`src/verilog/pmcp_pkg.sv`:
```
// Constants for the program memory protection unit
package pmcp_pkg;
   // Region boundaries
   localparam logic [21:0] BOOT_END_1K = 22'h0007FF;
   localparam logic [21:0] BOOT_END_2K = 22'h000FFF;
   localparam logic [21:0] BLK0_LO     = 22'h001000;
   localparam logic [21:0] BLK0_HI     = 22'h001FFF;
   localparam logic [21:0] BLK1_LO     = 22'h002000;
   localparam logic [21:0] BLK1_HI     = 22'h003FFF;
   localparam logic [21:0] DBG_RSV_LO  = 22'h003E00;
   // Special spaces
   localparam logic [21:0] ID_LO       = 22'h200000;
   localparam logic [21:0] ID_HI       = 22'h200007;
   localparam logic [21:0] CFG_LO      = 22'h300000;
   localparam logic [21:0] CFG_HI      = 22'h30000D;
   localparam logic [21:0] CFG_DBG     = 22'h300006;
   localparam logic [21:0] CFG_CP_USR  = 22'h300008;
   localparam logic [21:0] CFG_CP_BOOT = 22'h300009;
   localparam logic [21:0] CFG_WR_USR  = 22'h30000A;
   localparam logic [21:0] CFG_WR_BOOT = 22'h30000B;
   localparam logic [21:0] CFG_RD_USR  = 22'h30000C;
   localparam logic [21:0] CFG_RD_BOOT = 22'h30000D;
   localparam logic [21:0] DEVID_LO    = 22'h3FFFFE;
   localparam logic [21:0] DEVID_HI    = 22'h3FFFFF;
   // Field positions within the lock bytes
   localparam int POS_R0   = 0;
   localparam int POS_R1   = 1;
   localparam int POS_BOOT = 6;
   localparam int POS_CONFIG_WRITE_LOCK = 5;
   localparam int POS_DBG  = 7;
   localparam int POS_BSZ  = 3;
   // Reset and debugger figures
   localparam logic [2:0] LOCK_RST     = 3'h7;
   localparam logic [7:0] ID_RST       = 8'hFF;
   localparam int         DBG_STACK    = 2;
   localparam int         DBG_RAM_BYTE = 10;
   // Serial frame: command 4, address 22, spare 2, data 8, low bit first
   localparam logic [5:0] FRAME_BITS   = 6'h24;
   localparam logic [3:0] TX_BITS      = 4'h8;
   localparam logic [3:0] CMD_RD       = 4'h0;
   localparam logic [3:0] CMD_WR       = 4'h1;
   localparam logic [3:0] CMD_CHIP_ER  = 4'h2;
   localparam logic [3:0] CMD_RGN_ER   = 4'h3;
   // Region codes, also bit index of the lock vectors
   localparam logic [1:0] RGN_BOOT = 2'h0;
   localparam logic [1:0] RGN_B0   = 2'h1;
   localparam logic [1:0] RGN_B1   = 2'h2;
   localparam logic [1:0] RGN_NONE = 2'h3;
   typedef enum logic [1:0] {ST_IDLE = 2'b00, ST_CORE = 2'b01, ST_EXT = 2'b10} pmcp_state_t;
endpackage : pmcp_pkg

```
`src/verilog/pmcp_top.sv`:
```
// Program memory protection unit: lock bytes, ID bytes, table and serial access checks
//Contract
//(RL1) Memory splits into boot, block0 1000h-1FFFh and block1 2000h-3FFFh.
//(RL2) Boot region starts at zero, ends 07FFh or 0FFFh by size bit.
//(RL3) Each region has external lock, table-write lock and cross-read lock.
//(RL4) Core table reads and writes reach all memory, only region locks apply; the code also refuses core writes from 3E00h while the debugger is on.
//(RL5) External lock never affects core accesses.
//(RL6) External lock refuses serial reads and writes of its region.
//(RL7) Write lock at zero blocks core table writes to the region.
//(RL8) Read lock at zero still lets code inside the region read it.
//(RL9) Read lock at zero gives zero data to code outside the region.
//(RL10) Protection bits only go from one to zero on writes.
//(RL11) Only serial chip or region erase sets protection bits to one.
//(RL12) Config write lock is read-only to core, serial port changes it.
//(RL13) Config bytes readable and writable by core, subject to config lock.
//(RL14) Device identification word is readable by core table reads.
//(RL15) Eight ID bytes at 200000h-200007h, read and write by table and serial.
//(RL16) ID bytes stay readable whatever the code protection.
//(RL17) Serial programming uses one clock line and one data line.
//(RL18) Debug bit zero enables debugger, reserving pins, stack and memory; the code reserves the pins and refuses core writes from 3E00h, but no stack.
//(RL19) Read permission compares region of executing and target addresses.
`timescale 1ns/10ps
`default_nettype none
module pmcp_top
   import pmcp_pkg::*;
#(
   parameter logic [15:0] DEV_ID = 16'h5A5A   // Arbitrary neutral value
)(
   // Clock and reset
   input  wire logic        mclk_in,
   input  wire logic        nrst_in,
   // Core table access
   input  wire logic        tbl_req_in,
   input  wire logic        tbl_wr_in,
   input  wire logic [21:0] tbl_addr_in,
   input  wire logic [21:0] tbl_exec_addr_in,
   input  wire logic [7:0]  tbl_wdata_in,
   output logic             tbl_ready_out,
   output logic             tbl_ack_out,
   output logic             tbl_blocked_out,
   output logic [7:0]       tbl_rdata_out,
   // Program flash
   input  wire logic [7:0]  mem_rdata_in,
   output logic [21:0]      mem_addr_out,
   output logic [7:0]       mem_wdata_out,
   output logic             mem_we_out,
   output logic             mem_erase_out,
   output logic             mem_erase_all_out,
   output logic [1:0]       mem_erase_rgn_out,
   // Serial programming pins
   input  wire logic        prog_mode_in,
   input  wire logic        pgc_in,
   input  wire logic        pgd_in,
   output logic             pgd_out,
   output logic             pgd_oe_out,
   // Debugger
   output logic             dbg_en_out,
   output logic [1:0]       dbg_pins_out
);
   typedef struct packed {
      pmcp_state_t     st;
      logic            wr;
      logic [21:0]     addr;
      logic [7:0]      wdata;
      logic [1:0]      xrgn;
      logic [2:0]      cp;   // RL3
      logic [2:0]      wrt;
      logic [2:0]      ebtr;
      logic            config_write_lock;
      logic            dbg_en;
      logic            boot2k;
      logic [7:0][7:0] id;
      logic            ready;
      logic            ack;
      logic            blocked;
      logic [7:0]      rdata;
      logic            we;
      logic            erase;
      logic            erase_all;
      logic [1:0]      erase_rgn;
      logic            pgc_s1;
      logic            pgc_s2;
      logic            pgc_d;
      logic            pgd_s1;
      logic            pgd_s2;
      logic            pm_s1;
      logic            pm_s2;
      logic [35:0]     sh;
      logic [5:0]      cnt;
      logic            ext_pend;
      logic [3:0]      txcnt;
      logic [7:0]      tx;
      logic            oe;
   } pmcp_st_t;

   // Locks come up erased: this model holds no nonvolatile image
   localparam pmcp_st_t S_RST = '{st: ST_IDLE, cp: LOCK_RST, wrt: LOCK_RST, ebtr: LOCK_RST,
                                  config_write_lock: 1'b1, id: {8{ID_RST}}, ready: 1'b1, default: '0};

   pmcp_st_t s;
   pmcp_st_t n;
   logic [1:0] rgn;
   logic [1:0] er_rgn;
   logic       prog;
   logic       lk;
   logic       is_id;
   logic       is_cfg;
   logic       dbgr;
   logic       ext;
   logic       deny;
   logic       rise;
   logic [7:0] rd;

   // Region of an address; boot end follows the size bit
   function automatic logic [1:0] pmcp_rgn(input logic [21:0] a, input logic b2k);
      if (a <= (b2k ? BOOT_END_2K : BOOT_END_1K))
         pmcp_rgn = RGN_BOOT; // RL2
      else if (a >= BLK0_LO && a <= BLK0_HI)
         pmcp_rgn = RGN_B0; // RL1
      else if (a >= BLK1_LO && a <= BLK1_HI)
         pmcp_rgn = RGN_B1; // RL1
      else
         pmcp_rgn = RGN_NONE;
   endfunction : pmcp_rgn

   // Next state
   always_comb begin
      n = s;
      n.ack = 1'b0;
      n.blocked = 1'b0;
      n.we = 1'b0;
      n.erase = 1'b0;
      n.erase_all = 1'b0;
      er_rgn = RGN_NONE;
      // Pins cross in through two flops; only the second is read
      n.pgc_s1 = pgc_in;
      n.pgc_s2 = s.pgc_s1;
      n.pgc_d = s.pgc_s2;
      n.pgd_s1 = pgd_in;
      n.pgd_s2 = s.pgd_s1;
      n.pm_s1 = prog_mode_in;
      n.pm_s2 = s.pm_s1;
      rise = s.pgc_s2 & ~s.pgc_d;
      // Target decode of the access in flight
      rgn = pmcp_rgn(s.addr, s.boot2k);
      prog = s.addr <= BLK1_HI;
      lk = prog && rgn != RGN_NONE;
      is_id = s.addr >= ID_LO && s.addr <= ID_HI;
      is_cfg = s.addr >= CFG_LO && s.addr <= CFG_HI;
      dbgr = s.dbg_en && s.addr >= DBG_RSV_LO && prog; // RL18
      ext = s.st == ST_EXT;
      // Byte seen at the target, before protection
      rd = 8'h00;
      if (prog)
         rd = mem_rdata_in; // RL4
      else if (is_id)
         rd = s.id[s.addr[2:0]]; // RL16
      else if (s.addr == DEVID_LO)
         rd = DEV_ID[7:0]; // RL14
      else if (s.addr == DEVID_HI)
         rd = DEV_ID[15:8]; // RL14
      else begin
         case (s.addr) // RL13
            CFG_DBG: begin
               rd[POS_DBG] = ~s.dbg_en;
               rd[POS_BSZ] = s.boot2k;
            end
            CFG_CP_USR: begin
               rd[POS_R0] = s.cp[RGN_B0];
               rd[POS_R1] = s.cp[RGN_B1];
            end
            CFG_CP_BOOT: rd[POS_BOOT] = s.cp[RGN_BOOT];
            CFG_WR_USR: begin
               rd[POS_R0] = s.wrt[RGN_B0];
               rd[POS_R1] = s.wrt[RGN_B1];
            end
            CFG_WR_BOOT: begin
               rd[POS_BOOT] = s.wrt[RGN_BOOT];
               rd[POS_CONFIG_WRITE_LOCK] = s.config_write_lock;
            end
            CFG_RD_USR: begin
               rd[POS_R0] = s.ebtr[RGN_B0];
               rd[POS_R1] = s.ebtr[RGN_B1];
            end
            CFG_RD_BOOT: rd[POS_BOOT] = s.ebtr[RGN_BOOT];
            default: rd = 8'h00;
         endcase
      end
      // Refusal: serial port sees only the external lock, core never does
      if (ext)
         deny = lk && !s.cp[rgn]; // RL6
      else if (s.wr)
         deny = (lk && !s.wrt[rgn]) || dbgr || (is_cfg && !s.config_write_lock); // RL7 RL13
      else
         deny = lk && !s.ebtr[rgn] && s.xrgn != rgn; // RL8 RL9 RL19
      // Serial receiver and reply shifter
      if (!s.pm_s2) begin
         n.cnt = 6'h00;
         n.txcnt = 4'h0;
         n.oe = 1'b0;
      end else if (rise && s.txcnt != 4'h0) begin
         n.tx = {1'b0, s.tx[7:1]}; // RL17
         n.txcnt = s.txcnt - 4'h1;
         n.oe = s.txcnt != 4'h1;
      end else if (rise && !s.ext_pend) begin
         n.sh = {s.pgd_s2, s.sh[35:1]}; // RL17
         n.cnt = s.cnt + 6'h01;
         if (s.cnt == FRAME_BITS - 6'h01) begin
            n.cnt = 6'h00;
            er_rgn = pmcp_rgn(n.sh[25:4], s.boot2k);
            case (n.sh[3:0])
               CMD_RD, CMD_WR: n.ext_pend = 1'b1;
               CMD_CHIP_ER: begin
                  n.cp = LOCK_RST; // RL11
                  n.wrt = LOCK_RST;
                  n.ebtr = LOCK_RST;
                  n.config_write_lock = 1'b1;
                  n.dbg_en = 1'b0;
                  n.id = {8{ID_RST}};
                  n.erase = 1'b1;
                  n.erase_all = 1'b1;
               end
               CMD_RGN_ER: begin
                  if (er_rgn != RGN_NONE) begin
                     n.cp[er_rgn] = 1'b1; // RL11
                     n.wrt[er_rgn] = 1'b1;
                     n.ebtr[er_rgn] = 1'b1;
                     n.erase = 1'b1;
                     n.erase_rgn = er_rgn;
                  end
               end
               default: n.ext_pend = 1'b0;
            endcase
         end
      end
      // Access engine; a waiting serial access goes first so it cannot starve
      case (s.st)
         ST_IDLE: begin
            if (s.ext_pend) begin
               n.st = ST_EXT;
               n.ext_pend = 1'b0;
               n.wr = s.sh[3:0] == CMD_WR;
               n.addr = s.sh[25:4];
               n.wdata = s.sh[35:28];
            end else if (tbl_req_in) begin
               n.st = ST_CORE;
               n.wr = tbl_wr_in;
               n.addr = tbl_addr_in;
               n.wdata = tbl_wdata_in;
               n.xrgn = pmcp_rgn(tbl_exec_addr_in, s.boot2k); // RL19
            end
         end
         ST_CORE, ST_EXT: begin
            n.st = ST_IDLE;
            if (s.wr && !deny) begin
               if (prog)
                  n.we = 1'b1; // RL4
               else if (is_id)
                  n.id[s.addr[2:0]] = s.wdata; // RL15
               else begin
                  // Lock bytes only AND in; a cleared bit stays cleared
                  case (s.addr)
                     CFG_DBG: begin
                        n.dbg_en = ~s.wdata[POS_DBG]; // RL18
                        n.boot2k = s.wdata[POS_BSZ];
                     end
                     CFG_CP_USR: begin
                        n.cp[RGN_B0] = s.cp[RGN_B0] & s.wdata[POS_R0]; // RL10
                        n.cp[RGN_B1] = s.cp[RGN_B1] & s.wdata[POS_R1];
                     end
                     CFG_CP_BOOT: n.cp[RGN_BOOT] = s.cp[RGN_BOOT] & s.wdata[POS_BOOT];
                     CFG_WR_USR: begin
                        n.wrt[RGN_B0] = s.wrt[RGN_B0] & s.wdata[POS_R0]; // RL10
                        n.wrt[RGN_B1] = s.wrt[RGN_B1] & s.wdata[POS_R1];
                     end
                     CFG_WR_BOOT: begin
                        n.wrt[RGN_BOOT] = s.wrt[RGN_BOOT] & s.wdata[POS_BOOT];
                        if (ext)
                           n.config_write_lock = s.config_write_lock & s.wdata[POS_CONFIG_WRITE_LOCK]; // RL12
                     end
                     CFG_RD_USR: begin
                        n.ebtr[RGN_B0] = s.ebtr[RGN_B0] & s.wdata[POS_R0]; // RL10
                        n.ebtr[RGN_B1] = s.ebtr[RGN_B1] & s.wdata[POS_R1];
                     end
                     CFG_RD_BOOT: n.ebtr[RGN_BOOT] = s.ebtr[RGN_BOOT] & s.wdata[POS_BOOT];
                     default: n.we = 1'b0;
                  endcase
               end
            end
            if (ext) begin
               if (!s.wr) begin
                  n.tx = deny ? 8'h00 : rd; // RL6
                  n.txcnt = TX_BITS;
                  n.oe = 1'b1;
               end
            end else begin
               n.ack = 1'b1;
               n.blocked = deny;
               n.rdata = (s.wr || deny) ? 8'h00 : rd; // RL5 RL9
            end
         end
         default: n.st = ST_IDLE;
      endcase
      n.ready = n.st == ST_IDLE && !n.ext_pend;
   end

   // State register
   always_ff @(posedge mclk_in) begin
      if (!nrst_in)
         s <= S_RST;
      else
         s <= n;
   end

   // Outputs straight from the state flops
   assign tbl_ready_out = s.ready;
   assign tbl_ack_out = s.ack;
   assign tbl_blocked_out = s.blocked;
   assign tbl_rdata_out = s.rdata;
   assign mem_addr_out = s.addr;
   assign mem_wdata_out = s.wdata;
   assign mem_we_out = s.we;
   assign mem_erase_out = s.erase;
   assign mem_erase_all_out = s.erase_all;
   assign mem_erase_rgn_out = s.erase_rgn;
   assign pgd_out = s.tx[0];
   assign pgd_oe_out = s.oe;
   assign dbg_en_out = s.dbg_en;
   assign dbg_pins_out = {2{s.dbg_en}}; // RL18
endmodule : pmcp_top
`default_nettype wire

```
`config.mk`:
```
export PLATFORM = sky130hd
export DESIGN_NAME = pmcp_top
export DESIGN_NICKNAME = d
export VERILOG_FILES = /design/src/verilog/pmcp_pkg.sv /design/src/verilog/pmcp_top.sv
export SDC_FILE = /design/constraint.sdc
export NUM_CORES = 1
export LEC_CHECK = 0
export BUFFER_PORTS_ARGS = -buffer_cell sky130_fd_sc_hd__buf_2
export CORE_MARGIN = 3
export CORE_UTILIZATION = 55
export DETAILED_ROUTE_END_ITERATION = 12
export PLACE_DENSITY = 0.84
export SLEW_MARGIN = 20
export SYNTH_ARGS = -nofsm -noshare
export SYNTH_HDL_FRONTEND = slang
export SYNTH_SLANG_ARGS = --single-unit
```
`constraint.sdc`:
```
create_clock -name mclk_in -period 6.25 [get_ports mclk_in]
set_input_delay 1.5625 -clock mclk_in [delete_from_list [all_inputs] [get_ports mclk_in]]
set_output_delay 1.5625 -clock mclk_in [all_outputs]
set_load 0.05 [all_outputs]
```
Yosys cells after proc, flatten, opt, wreduce, memory -nomap -nowiden
Index checks and enable logic that the tools add are counted.
Word-level totals
  register bits: 190
  input port bits: 67
  output and inout port bits: 51
  word-level logic and storage cells: 254
Cells by class
  $add $sub $neg: 2
  $lt $le $gt $ge: 25
  equality and inequality tests: 20
  multiplexer cells: 88
  bitwise operators: 27
  reduce and logical (&&, ||, !) cells: 52
Operators by type and width (count)
  $mux W64: 6
  $mux W76: 3
  $eq A22 B22 Y1 const B: 9
  $ge A22 B14 Y1 const B: 4
  $mux W8: 9
  $ge A22 B13 Y1 const B: 3
  $le A22 B13 Y1 const B: 3
  $le A22 B14 Y1 const B: 3
  $bwmux W64: 1
  $mux W13: 4
  $ge A22 B22 Y1 const B: 2
  $le A22 B12 Y1: 2
  $le A22 B22 Y1 const B: 2
  $mux W11: 4
  $mux W35: 1
  $mux W33: 1
  $mux W2: 16
  $mux W1: 26
  $bmux W8 S3: 1
  $demux W8 S3: 1
  $mux W12: 2
  $le A22 B22 Y1: 1
  $logic_and A1 B1 Y1: 22
  $pmux W9 S2: 1
  39 further kinds: 87

Logic depth before layout (Yosys ltp)
Gate-level depths: netlist of the first run.
  depth in word-level cells: 26
  depth in mapped cells: 9
  depth with buffers taken out: 8

Worst setup path before layout of the first run
Ideal clock, no wire load.
  path type: input port to flip-flop
  from: in nrst_in
  to: reg s[116] in the netlist's numbering
  setup time: 0.134 ns
  arrival: 2.416 ns
  required time: 6.116 ns
  slack: 3.700 ns
  stages on the path: 4
  buffers on the path: 3
  cells stage by stage: clkbuf_1 > clkbuf_1 > clkbuf_1 > o21ai_0
RTL lines
  from (decl): line pmcp_top.sv:31  | input wire logic nrst_in,
  to (signal assigned): line pmcp_top.sv:312  | s <= n;
  to (decl): line pmcp_top.sv:100  | pmcp_st_t s;
No word-level cell between the ends.

Final worst setup path of the first run
  from: reg s, in the netlist mem_addr_out[2]
  to: out mem_addr_out[2]
RTL lines
  to (decl): line pmcp_top.sv:44  | output logic [21:0] mem_addr_out,
No word-level cell between the ends.

==> parameters.txt, run 1 <==
Parameter                              Value

Outcome
  Result of the run    completed

Min path
  Launch instance of the worst min-delay path    n[56]
  Worst hold path class    reg2reg
  Min-Delay Endpoint    s[56]
  Cell depth of the worst hold path    1

Pwr
  Share of total power in sequential cells    49.3%
  Cell-internal power    0.00189 W
  Part of the total power dissipated in the clock network    40.5%
  Net switching power of the design    0.000714 W
  Highest ir drop seen on vdd    0.000281 V
  Logic gate share of total power    10.2%
  P per Cell Area    266 mW/mm2
  Leak Pwr    3.68 nW
  Switching Fraction    27.4%

Worst setup path
  CP Buf/Inv Count    1
  Worst Path Max Fanout    22
  Reg-to-reg critical path endpoint    s[119]
  Startpoint-to-endpoint class of the critical path    reg2out
  Cells along the critical path    buf_2
  Slowest stage delay, CP    0.99 ns
  CP Depth    1
  Critical Path Source    mem_addr_out[2]
  Critical path capture point type    output port
  Internal reg-to-reg setup slack    3.13 ns
  Type of origin of the critical path    flip-flop
  Crit path max-delay cell type    sky130_fd_sc_hd__dfxtp_1
  WP data arrival    1.84 ns
  Kind of cell adding the most delay to the critical path    flip-flops
  Worst reg-to-reg path cell count    9
  Startpoint of the worst register-to-register path    s[10]
  Data required time of the critical path    4.69 ns

STA
  Upper clock frequency limit    293 MHz
  Count of final max-slew check failures    0
  Final-report hold violation count    0
  Post-route clock period utilization    54.5%
  Setup-violating endpoint count in the final report    0
  Final setup skew    0.0113 ns
  Actual transition at the worst max-transition pin    1.06 ns
  Final critical delay including setup and external delays    3.41 ns
  Post-route setup TNS    0 ns
  Setup repair after global routing missed its margin    no
  Worst slew margin    28.9%

Synthesis
  Proportion of synthesized chip area in sequential cells    42.7%
  Mapped cell area    0.00890 mm2
  Synthesized netlist cell count    1053
  Synth async-reset ratio    0%
  Cell types with the largest area share after synthesis    sky130_fd_sc_hd__dfxtp_1, sky130_fd_sc_hd__nand2_1, sky130_fd_sc_hd__a21oi_1, sky130_fd_sc_hd__o22ai_1, sky130_fd_sc_hd__buf_4
  Cell type with the highest aggregate area in the netlist    sky130_fd_sc_hd__dfxtp_1
  Distinct cell type count of the synthesized netlist    74
  Yosys warns    0
  Number of enable-type register cells in the synthesized netlist    0
  Post-synthesis area per instance    8.46 um2
  Yosys reg bits    190
  Post-Syn Nets    1130
  Area fraction of the dominant cell type after synthesis    42.7%
  Dominant register cell in the synthesized netlist    sky130_fd_sc_hd__dfxtp_1

Finish
  Finished Layout Cells    1310
  Filler instances    1313
  Core utilization of the finished layout    62.9%
  Most common library cell in the layout ignoring fill and taps    sky130_fd_sc_hd__dfxtp_1
  Fraction of layout cells with a size suffix above 1    18.8%
  Synthesis-to-finish area growth    9.74%
  Highest-count cells in the layout ignoring fill and taps    sky130_fd_sc_hd__dfxtp_1, sky130_fd_sc_hd__nand2_1, sky130_fd_sc_hd__buf_2
  Post-layout nets    1164
  Diodes inserted    0

Run
  Maxcap violations    0

Clocking
  CTS Buf Count    17
  Maximum count of clock buffers along a single path    2
  Cts repair resizes    0
  Clock tree from TritonCTS    built
  Number of H-tree levels    4
  Clock sinks    190
  Root Driver    sky130_fd_sc_hd__clkbuf_16
  Quantity of hold-fixing buffers added after cts    0
  Clock-pin slew of the registers on the worst-case setup and hold paths    0.07 ns
  Latest clock arrival within the worst-skew pair    0.44 ns
  # Post-CTS Setup Buffers    0

Floorplanning
  Number of ports placed on the die boundary    118
  Starting Density    57.3%
  Total die area    0.0178 mm2
  Total core area    0.0155 mm2
  Die Y-Extent    133 um
  Die outline width    133 um
  Number of core rows    45

Detailed routing
  Post-DR vias/cell    6.24
  Vias after detailed routing    8175
  Wire length on met1    10500 um
  Detailed Routing Iterations Pass 1    5
  Length of routed met3 wiring    2450 um
  Drc violations    0
  Routed Wire Length    25100 um
  Met2 WL post-DR    11600 um
  Avg WL per Cell    19.1 um
  Uppermost layer routed    met4
  Violation count after the first detailed-route iteration    957
  Number of nets still failing antenna checks after routing    0

GRT
  GRT Total Usage    28.1%
  Global-route wire length before repair    40500 um
  Aggregate global routing overflow    0
  Initial antenna violation count    0
  Maximum number of pins on one net before global-route repair    89
  Via count of the first global-routing pass    7823

Placed design
  Count of input and output buffers    117
  Global placer's final weighted congestion    0.965
  Dpl cells    1279
  Half-perimeter wire length of the detailed placement result    16700 um
[worst register-to-register path, stage by stage (launching register included)]
cell                        delay (ns)
sky130_fd_sc_hd__dfxtp_1          0.33
sky130_fd_sc_hd__inv_1            0.11
sky130_fd_sc_hd__ha_1             0.16
sky130_fd_sc_hd__nor3b_4          0.29
sky130_fd_sc_hd__nand3_1          0.13
sky130_fd_sc_hd__buf_4            0.28
sky130_fd_sc_hd__or4b_4           0.73
sky130_fd_sc_hd__nor2_4           0.66
sky130_fd_sc_hd__a2111oi_0        0.16
sky130_fd_sc_hd__a31oi_1          0.19
[cells by family after synthesis]
group / Yosys count / share of synthesized area [%]
XOR/XNOR: 7 / 0.689
flip-flops: 190 / 42.7
buffers and inverters: 126 / 7.55
AND/OR/NAND/NOR: 385 / 21.3
AO/OA/AOI/OAI: 299 / 19.9
adder cells (fa/ha/maj): 10 / 1.41
multiplexers: 36 / 6.41
[power by group through the flow]
| stage | registers [W] | logic, W | clock network [W] |
|---|---|---|---|
| 2_1_floorplan | 0.00128 | 0.000225 | 0 |
| 3_3_place_gp | 0.00131 | 0.000258 | 0 |
| 3_5_place_dp | 0.00131 | 0.000262 | 0 |
| 4_1_cts | 0.00128 | 0.000263 | 0.00106 |
| 5_1_grt | 0.00128 | 0.000284 | 0.00111 |
| 6_report | 0.00128 | 0.000265 | 0.00105 |
[metrics by stage]
stage	hold slack, ns	area [um2]	power, W	setup slack, ns
final	0.439	9770	0.00260	2.84
after global placement	0.420	9200	0.00156	3.00
after global routing	0.458	9770	0.00267	2.78
after detailed placement	0.430	9200	0.00157	3.00
after CTS	0.442	9770	0.00260	2.85
after floorplan	0.412	8900	0.00151	3.70
[routing by layer]
| layer | GRT usage [%] | vias up |
|---|---|---|
| met4 | 9.71 | 0 |
| met3 | 5.89 | 43 |
| met2 | 44.1 | 475 |
| met5 | 0 | - |
| li1 | - | 3809 |
| met1 | 38.7 | 3848 |
[sequential cells by signal, indices dropped and copies added (netlist names)]
register / count
pgd_oe_out: 1
mem_erase_all_out: 1
tbl_blocked_out: 1
mem_wdata_out: 8
s: 137
dbg_en_out: 1
pgd_out: 1
n: 4
mem_addr_out: 22
mem_erase_rgn_out: 2
mem_we_out: 1
tbl_rdata_out: 8
tbl_ack_out: 1
tbl_ready_out: 1
mem_erase_out: 1
[cell type report]
type	count	area, um2	share of cell area [%]
inverter	16	60.1	0.615
clock inverter	10	106	1.09
tap	211	264	2.70
multi-input combinational	737	4430	45.3
clock buffer	21	460	4.71
timing repair buffer	125	648	6.63
sequential	190	3800	38.9
[worst max-delay path by stage]
stage,end,slack (ns)
2_1_floorplan,s[116],3.70
3_3_place_gp,s[6],3.00
3_5_place_dp,s[6],3.00
4_1_cts,mem_addr_out[2],2.85
5_1_grt,mem_addr_out[2],2.78
6_report,mem_addr_out[2],2.84
[synth_stat cells (6+ instances only)]
cell and count:
sky130_fd_sc_hd__and2_1 13, sky130_fd_sc_hd__nand3_1 21, sky130_fd_sc_hd__dfxtp_1 190, sky130_fd_sc_hd__buf_2 9, sky130_fd_sc_hd__inv_1 15, sky130_fd_sc_hd__mux2i_1 12
sky130_fd_sc_hd__nor2_1 85, sky130_fd_sc_hd__nand2_1 151, sky130_fd_sc_hd__a21oi_1 92, sky130_fd_sc_hd__nor4_1 9, sky130_fd_sc_hd__nor3_1 43, sky130_fd_sc_hd__buf_4 48
sky130_fd_sc_hd__ha_1 10, sky130_fd_sc_hd__clkbuf_1 50, sky130_fd_sc_hd__o22ai_1 71, sky130_fd_sc_hd__mux2_2 8, sky130_fd_sc_hd__nand2b_1 6, sky130_fd_sc_hd__o21ai_1 37
sky130_fd_sc_hd__o21ai_0 50, sky130_fd_sc_hd__mux4_2 16, sky130_fd_sc_hd__nand4_1 18
Note: power is estimated with default switching activity, not from simulation.
==> run 2: changes to the inputs <==
- clock period: 6.25 -> 3.51 ns (I/O delays scaled with it)
==> parameters.txt, run 2 (synthesis gave the netlist of run 1 again) <==
Parameter                              Value

Outcome
  Result of the run    completed

Worst setup path
  Data required time of the critical path    3.87 ns
  Startpoint of the worst register-to-register path    s[9]
  Critical path capture point type    flip-flop
  Kind of cell adding the most delay to the critical path    simple AND/OR/NAND/NOR gates
  CP Depth    8
  Critical Path Source    s[9]
  Crit path max-delay cell type    sky130_fd_sc_hd__or4b_4
  Cells along the critical path    inv_1 -> ha_1 -> nor3b_4 -> nand3_1 -> or4b_4 -> nor2_4 -> nor3_1 -> o21ai_0
  Type of origin of the critical path    flip-flop
  WP data arrival    3.21 ns
  CP Buf/Inv Count    1
  Worst Path Max Fanout    34
  Reg-to-reg critical path endpoint    s[137]
  Worst setup endpoint    s[137]
  Worst reg-to-reg path cell count    8
  Slowest stage delay, CP    0.70 ns
  Startpoint-to-endpoint class of the critical path    reg2reg
  Internal reg-to-reg setup slack    0.66 ns

GRT
  Maximum number of pins on one net before global-route repair    87
  Global-route wire length before repair    40000 um
  Via count of the first global-routing pass    7608
  GRT Total Usage    27.9%
  Initial antenna violation count    0
  Aggregate global routing overflow    0

Floorplanning
  Die outline width    133 um
  Starting Density    57.3%
  Die Y-Extent    133 um
  Total die area    0.0178 mm2
  Number of ports placed on the die boundary    118
  Number of core rows    45
  Total core area    0.0155 mm2

STA
  Slack of the critical path    0.662 ns
  Final-report hold violation count    0
  Actual transition at the worst max-transition pin    1.05 ns
  Setup repair after global routing missed its margin    no
  Count of final max-slew check failures    0
  Worst slew margin    29.9%
  Post-route setup TNS    0 ns
  Setup-violating endpoint count in the final report    0
  Post-route clock period utilization    81.1%
  Upper clock frequency limit    351 MHz
  Final setup skew    0.0108 ns
  Final critical delay including setup and external delays    2.85 ns

Pwr
  Leak Pwr    3.72 nW
  P per Cell Area    478 mW/mm2
  Highest ir drop seen on vdd    0.000358 V
  PnR Total Power    0.00470 W

Clocking
  CTS Buf Count    17
  Clock-pin slew of the registers on the worst-case setup and hold paths    0.08 ns
  Cts repair resizes    0
  Maximum count of clock buffers along a single path    2
  # Post-CTS Setup Buffers    0
  Clock tree from TritonCTS    built
  Quantity of hold-fixing buffers added after cts    0
  Latest clock arrival within the worst-skew pair    0.43 ns
  Clock sinks    190
  Root Driver    sky130_fd_sc_hd__clkbuf_16
  Number of H-tree levels    4

Detailed routing
  Routed Wire Length    24900 um
  Violation count after the first detailed-route iteration    755
  Detailed Routing Iterations Pass 1    5
  Avg WL per Cell    19.0 um
  Post-DR vias/cell    6.23
  Vias after detailed routing    8199
  Number of nets still failing antenna checks after routing    0
  Drc violations    0

Placed design
  Global placer's final weighted congestion    0.923
  Count of input and output buffers    117
  Pre-CTS worst setup slack    0.749 ns
  Half-perimeter wire length of the detailed placement result    17000 um

Finish
  Number of flip-flops in the largest register    137
  Synthesis-to-finish area growth    10.5%
  Core utilization of the finished layout    63.3%
  Highest-count cells in the layout ignoring fill and taps    sky130_fd_sc_hd__dfxtp_1, sky130_fd_sc_hd__nand2_1, sky130_fd_sc_hd__buf_2
  Post-layout nets    1168
  Diodes inserted    0
  Reg with most FFs    s
  Most common library cell in the layout ignoring fill and taps    sky130_fd_sc_hd__dfxtp_1
  Filler instances    1295
  Fraction of layout cells with a size suffix above 1    19.2%
  FF/Latch Area    0.00380 mm2
  Multi-input gate area in the final layout    0.00443 mm2

Min path
  Worst hold path class    reg2reg

Run
  Maxcap violations    0
[run 2: worst reg2reg max path, stage by stage (launching register included)]
cell and delay [ns]:
sky130_fd_sc_hd__dfxtp_1 0.34, sky130_fd_sc_hd__inv_1 0.11, sky130_fd_sc_hd__ha_1 0.18, sky130_fd_sc_hd__nor3b_4 0.28, sky130_fd_sc_hd__nand3_1 0.15, sky130_fd_sc_hd__or4b_4 0.70, sky130_fd_sc_hd__nor2_4 0.68, sky130_fd_sc_hd__nor3_1 0.12
sky130_fd_sc_hd__o21ai_0 0.21
[run 2: cell type report]
type,instances,share of cell area (%)
multi-input cells,737,45.0
flip-flops and latches,190,38.7
repair buffers,129,7.02
clock buffers,19,4.40
well taps,211,2.68
clock inverters,13,1.58
inverters,16,0.611
[run 2: metrics by stage]
stage	area [um2]	hold slack (ns)	instances
2_1_floorplan	8900	0.412	1053
5_1_grt	9830	0.462	1315
3_3_place_gp	9250	0.421	1283
6_report	9830	0.439	1315
3_5_place_dp	9250	0.426	1283
4_1_cts	9830	0.443	1315
[run 2: worst min path at each step]
stage / start / end / cells after the start
2_1_floorplan: n[61] / n[60] / 1
3_3_place_gp: n[56] / s[56] / 1
3_5_place_dp: n[56] / s[56] / 1
4_1_cts: n[56] / s[56] / 1
5_1_grt: n[56] / s[56] / 1
6_report: n[56] / s[56] / 1
[run 2: where the power goes]
| part | switching [W] | internal [W] | leakage (nW) |
|---|---|---|---|
| registers | 0.0000718 | 0.00220 | 1.54 |
| logic | 0.000349 | 0.000143 | 1.89 |
| clock network | 0.000873 | 0.00107 | 0.288 |
| total | 0.00129 | 0.00341 | 3.72 |
[run 2: per-layer routing]
metal | wire [um] | part of all wire (%) | vias up | track usage (%)
met2 | 11500 | 46 | 441 | 44.1
li1 | - | - | 3817 | -
met3 | 2510 | 10 | 41 | 6.95
met1 | 10500 | 42 | 3900 | 38.2
met4 | 434 | 1.7 | 0 | 7.60
met5 | 0 | 0 | - | 0
